$ cat src/ckcp_map.vh
// constant definitions for the clock generator control pin block
`ifndef CKCP_MAP_VH
`define CKCP_MAP_VH
`define CKCP_MODE_I2C        1'b1
`define CKCP_MODE_SPI        1'b0
`define CKCP_STEP_W          16
`define CKCP_STEP_RST        16'h0001
`define CKCP_SEL_OUT_W       4
`define CKCP_SEL_OUT_RST     4'h0
`define CKCP_INPUT_SEL_RST   2'h3
`define CKCP_IRQ_SEL_STATUS  2
// idle word of the pin synchronisers, bit 12 down to bit 0:
// i2c, a1, a0/cs_n, sclk, rst_n, disable, lock, xtal, realign_n, down, up, choice[1:0]
`define CKCP_PIN_IDLE        13'h1F13
`endif

$ cat src/ckcp_pins.v
// control and status pin logic of a multi-output clock generator
// Behaviour
// - interface select high means I2C, low means SPI.
// - data pin is two-way in I2C and 3-wire SPI, input in 4-wire.
// - address/output pin is address bit 1 in I2C, read data in 4-wire SPI.
// - all serial transfers are timed from the one serial clock input.
// - shared pin is address bit 0 in I2C, active-low chip select in SPI.
// - interrupt output goes low when any status condition changes.
// - reset input returns step and input settings, interrupt line and output enables to defaults.
// - clock outputs stay disabled while reset is held.
// - output-disable high turns off every clock output.
// - lock status high while locked, low when out of lock.
// - dedicated output flags loss of crystal input signal.
// - realign low resets output dividers to realign outputs.
// - step-down pulse lowers selected output frequency by step size.
// - step-up pulse raises selected output frequency by step size.
// - input choice pins pick active input only in manual pin mode.
`timescale 1ns/1ps
`include "ckcp_map.vh"
module ckcp_pins #(
   parameter NUM_OUT = 10
) (
   input  wire                       REF_CLK_IN,
   input  wire                       NRST_IN,
   input  wire                       I2C_SELECT_IN,
   input  wire                       SPI_FOUR_WIRE_IN,
   input  wire                       SERIAL_CLK_IN,
   input  wire                       SERIAL_DATA_IN,
   output wire                       SERIAL_DATA_OUT,
   output wire                       SERIAL_DATA_OE_OUT,
   input  wire                       CORE_DATA_IN,
   input  wire                       CORE_DATA_DRIVE_IN,
   output wire                       CORE_DATA_OUT,
   input  wire                       ADDR_BIT1_OR_READ_DATA_IN,
   output wire                       ADDR_BIT1_OR_READ_DATA_OUT,
   output wire                       ADDR_BIT1_OR_READ_DATA_OE_OUT,
   input  wire                       ADDR_BIT0_OR_CHIP_SELECT_N_IN,
   output wire                       I2C_MODE_OUT,
   output reg  [1:0]                 I2C_ADDR_LOW_OUT,
   output wire                       CHIP_SELECTED_OUT,
   output reg                        SERIAL_CLK_OUT,
   input  wire                       DEVICE_RESET_N_IN,
   input  wire                       OUTPUT_DISABLE_IN,
   output reg  [NUM_OUT-1:0]         CLK_OUT_ENABLE_OUT,
   input  wire                       PLL_LOCKED_IN,
   input  wire                       CRYSTAL_PRESENT_IN,
   output reg                        PLL_LOCK_STATUS_OUT,
   output reg                        CRYSTAL_SIGNAL_LOSS_N_OUT,
   output reg                        IRQ_OUT_N_OUT,
   input  wire                       IRQ_CLEAR_IN,
   input  wire                       DIVIDER_REALIGN_N_IN,
   input  wire                       SOFT_RESET_IN,
   output reg                        DIVIDER_RESET_OUT,
   input  wire                       FREQ_STEP_DOWN_IN,
   input  wire                       FREQ_STEP_UP_IN,
   input  wire [`CKCP_SEL_OUT_W-1:0] STEP_OUTPUT_SEL_IN,
   input  wire [`CKCP_STEP_W-1:0]    STEP_SIZE_IN,
   output reg                        STEP_VALID_OUT,
   output reg                        STEP_DOWN_OUT,
   output reg  [`CKCP_SEL_OUT_W-1:0] STEP_TARGET_OUT,
   output reg  [`CKCP_STEP_W-1:0]    STEP_AMOUNT_OUT,
   input  wire                       MANUAL_PIN_MODE_IN,
   input  wire                       INPUT_CHOICE_BIT0_IN,
   input  wire                       INPUT_CHOICE_BIT1_IN,
   output reg  [1:0]                 ACTIVE_INPUT_OUT,
   output wire                       DEVICE_RESET_ACTIVE_OUT
);
   // two-flop synchronisers for every pin; pull levels handled at the pad
   // the serial data pin is left out: it is a two-way line handed raw to the core
   localparam NS = 13;
   // bit positions of the pins inside the synchronised word
   localparam P_I2C    = 12;
   localparam P_A1     = 11;
   localparam P_A0_CS  = 10;
   localparam P_SCLK   = 9;
   localparam P_RST_N  = 8;
   localparam P_DIS    = 7;
   localparam P_LOCK   = 6;
   localparam P_XTAL   = 5;
   localparam P_ALIGN  = 4;
   localparam P_DOWN   = 3;
   localparam P_UP     = 2;
   localparam P_CH_HI  = 1;
   localparam P_CH_LO  = 0;
   wire [NS-1:0] pin_raw;
   reg  [NS-1:0] pin_meta;
   reg  [NS-1:0] pin_sync;
   assign pin_raw = {I2C_SELECT_IN, ADDR_BIT1_OR_READ_DATA_IN, ADDR_BIT0_OR_CHIP_SELECT_N_IN,
                     SERIAL_CLK_IN, DEVICE_RESET_N_IN, OUTPUT_DISABLE_IN, PLL_LOCKED_IN,
                     CRYSTAL_PRESENT_IN, DIVIDER_REALIGN_N_IN, FREQ_STEP_DOWN_IN,
                     FREQ_STEP_UP_IN, INPUT_CHOICE_BIT1_IN, INPUT_CHOICE_BIT0_IN};
   // reset values equal pulled idle levels so power-up is quiet;
   // any other value would fake a step edge or a status change as reset lifts
   always @(posedge REF_CLK_IN or negedge NRST_IN) begin
      if (!NRST_IN) begin
         pin_meta <= `CKCP_PIN_IDLE;
         pin_sync <= `CKCP_PIN_IDLE;
      end else begin
         pin_meta <= pin_raw;
         pin_sync <= pin_meta;
      end
   end
   // synchronised pin levels, the only copies the logic below may read
   wire s_i2c    = pin_sync[P_I2C];
   wire s_a1     = pin_sync[P_A1];
   wire s_a0_cs  = pin_sync[P_A0_CS];
   wire s_sclk   = pin_sync[P_SCLK];
   wire s_rst_n  = pin_sync[P_RST_N];
   wire s_dis    = pin_sync[P_DIS];
   wire s_lock   = pin_sync[P_LOCK];
   wire s_xtal   = pin_sync[P_XTAL];
   wire s_align  = pin_sync[P_ALIGN];
   wire s_down   = pin_sync[P_DOWN];
   wire s_up     = pin_sync[P_UP];
   wire [1:0] s_choice = pin_sync[P_CH_HI:P_CH_LO];

   // limitation: chip select gates the drivers through its synchronised copy,
   // so a host must allow two reference clocks after select before read data;
   // trading that latency for glitch-free enables on a slow, noisy pin
   // serial pin steering; the data pin is asynchronous two-way, so pass through
   assign I2C_MODE_OUT       = (s_i2c == `CKCP_MODE_I2C);
   wire spi4 = ~I2C_MODE_OUT & SPI_FOUR_WIRE_IN;
   assign CORE_DATA_OUT      = SERIAL_DATA_IN;
   assign SERIAL_DATA_OUT    = I2C_MODE_OUT ? 1'b0 : CORE_DATA_DRIVE_IN & CORE_DATA_IN;
   assign SERIAL_DATA_OE_OUT = ~spi4 & CORE_DATA_DRIVE_IN & (I2C_MODE_OUT | ~s_a0_cs
                               ? (I2C_MODE_OUT ? ~CORE_DATA_IN : 1'b1) : 1'b0);
   assign ADDR_BIT1_OR_READ_DATA_OUT    = CORE_DATA_IN;
   assign ADDR_BIT1_OR_READ_DATA_OE_OUT = spi4 & ~s_a0_cs & CORE_DATA_DRIVE_IN;
   assign CHIP_SELECTED_OUT = ~I2C_MODE_OUT & ~s_a0_cs;
   // reset level exported so the settings logic can reload its defaults
   assign DEVICE_RESET_ACTIVE_OUT = ~s_rst_n;
   wire soft_rst = ~s_rst_n;

   // the serial clock copy lags its pin by three reference clocks,
   // but a serial clock level is seen if it lasts one reference clock or more;
   // address bits are only meaningful in i2c mode, zero otherwise
   // address capture, serial clock and output gating
   always @(posedge REF_CLK_IN or negedge NRST_IN) begin
      if (!NRST_IN) begin
         I2C_ADDR_LOW_OUT   <= 2'h0;
         SERIAL_CLK_OUT     <= 1'b1;
         CLK_OUT_ENABLE_OUT <= {NUM_OUT{1'b0}};
         DIVIDER_RESET_OUT  <= 1'b1;
      end else begin
         SERIAL_CLK_OUT <= s_sclk;
         if (I2C_MODE_OUT)
            I2C_ADDR_LOW_OUT <= {s_a1, s_a0_cs};
         else
            I2C_ADDR_LOW_OUT <= 2'h0;
         // outputs off in reset or when disabled
         CLK_OUT_ENABLE_OUT <= (soft_rst | s_dis) ? {NUM_OUT{1'b0}} : {NUM_OUT{1'b1}};
         // soft reset also clears dividers, giving tighter alignment
         DIVIDER_RESET_OUT <= ~s_align | soft_rst | SOFT_RESET_IN;
      end
   end

   // status outputs and change-driven interrupt; set beats clear
   // previous levels reset to the idle word, so lifting reset raises nothing
   // a device reset beats both and leaves the interrupt line released
   reg prev_lock;
   reg prev_xtal;
   wire changed = (s_lock != prev_lock) | (s_xtal != prev_xtal);
   always @(posedge REF_CLK_IN or negedge NRST_IN) begin
      if (!NRST_IN) begin
         PLL_LOCK_STATUS_OUT       <= 1'b0;
         CRYSTAL_SIGNAL_LOSS_N_OUT <= 1'b0;
         prev_lock                 <= 1'b0;
         prev_xtal                 <= 1'b0;
         IRQ_OUT_N_OUT             <= 1'b1;
      end else begin
         prev_lock <= s_lock;
         prev_xtal <= s_xtal;
         PLL_LOCK_STATUS_OUT       <= s_lock;
         CRYSTAL_SIGNAL_LOSS_N_OUT <= s_xtal;
         if (soft_rst)
            IRQ_OUT_N_OUT <= 1'b1;
         else if (changed)
            IRQ_OUT_N_OUT <= 1'b0;
         else if (IRQ_CLEAR_IN)
            IRQ_OUT_N_OUT <= 1'b1;
      end
   end

   // frequency step on rising edge of either pin; both at once cancel
   // both rising together is taken as no request rather than a guess
   // edges come from the synchronised copies, never from the raw pins
   reg prev_down;
   reg prev_up;
   wire down_edge = s_down & ~prev_down;
   wire up_edge   = s_up & ~prev_up;
   always @(posedge REF_CLK_IN or negedge NRST_IN) begin
      if (!NRST_IN) begin
         prev_down        <= 1'b0;
         prev_up          <= 1'b0;
         STEP_VALID_OUT   <= 1'b0;
         STEP_DOWN_OUT    <= 1'b0;
         STEP_TARGET_OUT  <= `CKCP_SEL_OUT_RST;
         STEP_AMOUNT_OUT  <= `CKCP_STEP_RST;
         ACTIVE_INPUT_OUT <= `CKCP_INPUT_SEL_RST;
      end else begin
         prev_down      <= s_down;
         prev_up        <= s_up;
         STEP_VALID_OUT <= ~soft_rst & (down_edge ^ up_edge);
         // a device reset drops any step and reloads the step defaults
         if (soft_rst) begin
            STEP_DOWN_OUT   <= 1'b0;
            STEP_TARGET_OUT <= `CKCP_SEL_OUT_RST;
            STEP_AMOUNT_OUT <= `CKCP_STEP_RST;
         end else if (down_edge ^ up_edge) begin
            STEP_DOWN_OUT   <= down_edge;
            STEP_TARGET_OUT <= STEP_OUTPUT_SEL_IN;
            STEP_AMOUNT_OUT <= STEP_SIZE_IN;
         end
         if (soft_rst)
            ACTIVE_INPUT_OUT <= `CKCP_INPUT_SEL_RST;
         else if (MANUAL_PIN_MODE_IN)
            ACTIVE_INPUT_OUT <= s_choice;
      end
   end
endmodule // ckcp_pins

$ cat config.mk
export PLATFORM = sky130hd
export DESIGN_NAME = ckcp_pins
export DESIGN_NICKNAME = d
export VERILOG_FILES = /design/src/ckcp_pins.v
export VERILOG_INCLUDE_DIRS = /design/src /design/src/src
export SDC_FILE = /design/constraint.sdc
export NUM_CORES = 1
export LEC_CHECK = 0
export BUFFER_PORTS_ARGS = -buffer_cell sky130_fd_sc_hd__buf_2
export CORE_ASPECT_RATIO = 0.9
export CORE_MARGIN = 8
export CORE_UTILIZATION = 51
export DETAILED_ROUTE_END_ITERATION = 7
export PLACE_DENSITY_LB_ADDON = 0.08
export SLEW_MARGIN = 10
export SYNTH_ARGS = -nofsm -noshare
export SYNTH_HDL_FRONTEND = slang
export SYNTH_SLANG_ARGS = --single-unit
$ cat constraint.sdc
create_clock -name REF_CLK_IN -period 2.8 [get_ports REF_CLK_IN]
set_clock_uncertainty 0.2 [all_clocks]
set_input_delay 0 -clock REF_CLK_IN [delete_from_list [all_inputs] [get_ports REF_CLK_IN]]
set_output_delay 0 -clock REF_CLK_IN [all_outputs]
set_load 0.03 [all_outputs]
==> metrics.cfg <==
[status]
outcome = completed

[worst_setup_path]
end_kind = register
ff2ff_path_depth = 3
crit_type = register to register
crit_chain = nor2b_4 > xor2_4 > mux2i_1
worstPathArrival_ns = 1.93
critPathRequiredTime_ns = 2.83
crit_fanout = 21
cpMaxStageDelayCell = xor2_4
slowest_delay_ns = 0.69
crit_path_start_kind = register

[cells_and_area]
drive_above_1_share_pct = 43.8
final_cells = 338
final_core_util_pct = 76.5
area_growth_pct = 42.4
layout_commonest_cell = buf_2
final_cell_mix = buf_2 (88), nand2_1 (41), dfrtp_1 (38), dlygate4sd3_1 (38)
nNetsFinal = 327
n_antenna_cell = 0

[sta]
hold_violations = 0
rsz0062_at_grt = no
fmax_ghz = 0.525
finalSetupViolations = 0
holdWs_ns = 0.0879
relSlewSlack_pct = 29.1
fin_crit_sh_pct = 68.0
period_needed_ns = 1.90
setup-tns-final_ns = 0
tightest_slew_ns = 1.06
slew_violations = 0

[route]
first_iter_violations = 75
routed_wl_um = 5210
drcViolationCount = 0
avgViaCountPerCell = 4.74
wire_per_inst_um = 15.4
first_pass_iters = 4
ant_nets = 0
vias = 1601

[clocking]
cts.sinks = 60
clk_pin_slew_worst_paths_ns = 0.06
cts_buffers = 9
clockRootBuffer = clkbuf_8
post_cts_resized = 0
cts_tree = yes
clk_path_buf_depth = 2
clock_latency_ns = 0.32
htreeDepth = 3

[floorplan]
io-pin-count = 91
die_h_um = 78.6
rows = 22
fp.dieW_um = 85.5
core_area_um2 = 4130
dieArea_um2 = 6720
initial_utilization_pct = 53.7

[pwr]
ir_worst_vdd_v = 0.000499
static-leakage-power_uw = 0.00164
power_density_nw_per_um2 = 636

[worst_hold_path]
hold_path.class = primary input to output pin
worstHoldPathCells = 2

[global_routing]
antenna_found_initial = 0
grt_start_max_net_pins = 51
grt.overflow.total = 0
grt_use_total_pct = 16.8
grt_pass1_vias = 1777
grt_first_pass_wirelength_um = 8790

[synthesis]
syn_nets = 206
synth_cell_types = 24
seq_area_frac_synth_pct = 68.9
netlist_area_um2 = 2220
syn_inst = 164
synth_warnings = 0
avgSynthCellArea_um2 = 13.5
synth-seq-cells = 60

[flow_run]
maxCapViolCount = 0

[placement]
dp_hpwl_um = 3410
dp_cells = 284
gp_congestion = 0.665
numPortBuffers = 88

==> synth_stat cells (all sizes together) <==
master  instances  area, um^2
a21oi           1        5.00
and2            2        12.5
and3b           1        8.76
buf            14         128
clkbuf          4        15.0
dfrtp          38         951
dfstp          22         578
inv             1        3.75
mux2i          22         220
nand2          41         154
nand2b          1        13.8
nand3b          1        7.51
nor2            5        18.8
nor2b           2        20.0
nor3            1        5.00
nor4bb          1        10.0
o21a            1        7.51
o21ai           3        15.0
xnor2           1        8.76
xor2            2        36.3
==> cell families after synthesis <==
logic type | after synthesis | share of synthesized area [%]
AO/OA/AOI/OAI | 5 | 1.24
XOR/XNOR | 3 | 2.03
buffers and inverters | 19 | 6.60
flip-flops | 60 | 68.9
multiplexers | 22 | 9.93
AND/OR/NAND/NOR | 55 | 11.3
==> critical path, delay by kind of cell (launching register included) <==
kind | cells | cell delay, ns
xor+xnor | 1 | 0.69
flops | 1 | 0.40
simple gates | 1 | 0.18
mux | 1 | 0.32
==> per-layer routing <==
metal | routed length [um] | global-route usage [%] | up-vias
met5 | 0 | 0 | -
met4 | 71 | 6.99 | 0
met3 | 444 | 7.18 | 8
met2 | 2680 | 28.7 | 73
met1 | 2010 | 17.9 | 767
li1 | - | - | 753
==> report_power, final <==
group / total (uW) / switching, uW / internal (uW)
Clock: 738 / 303 / 436
Combinational: 306 / 183 / 122
Sequential: 964 / 31.4 / 933
Total: 2010 / 517 / 1490
==> per-stage QoR <==
step                total power (uW)  setup WS, ns  instance area (um^2)
floorplan                       1160          1.16                  2220
global placement                1230          1.03                  2590
detailed placement              1240         0.870                  2590
CTS                             2030         0.858                  3160
global route                    2100         0.800                  3160
finish                          2010         0.897                  3160
==> path summary, 6_finish.rpt <==
check	from	to	slack (ns)
setup / recovery	prev_down	STEP_TARGET_OUT[3]	0.90
hold / removal	CORE_DATA_IN	ADDR_BIT1_OR_READ_DATA_OUT	0.09
setup reg to reg	prev_down	STEP_TARGET_OUT[3]	0.90
hold reg to reg	pin_meta[7]	pin_sync[7]	0.15
max in group asynchronous	NRST_IN	ACTIVE_INPUT_OUT[0]	1.35
min in group asynchronous	NRST_IN	prev_xtal	0.21
==> area by class of cell <==
class | count | area, um^2
well taps | 48 | 60.1
inverters | 1 | 3.75
repair buffers | 128 | 836
multi-input cells | 85 | 543
clock inverters | 2 | 35.0
fillers | 275 | 970
flip-flops and latches | 60 | 1530
clock buffers | 14 | 153
==> what timing repair did <==
action,in CTS,in global routing
hold buffers,38,0
setup buffers,0,0
hold endpoints to repair,76,0
==> registers in the layout (all words and copies together), names as in the netlist, 2 cells and up <==
| register | cells |
|---|---|
| pin_meta | 13 |
| STEP_TARGET_OUT | 4 |
| I2C_ADDR_LOW_OUT | 2 |
| ACTIVE_INPUT_OUT | 2 |
| STEP_AMOUNT_OUT | 16 |
| pin_sync | 13 |
No activity file was read; power rests on OpenSTA's default activity.
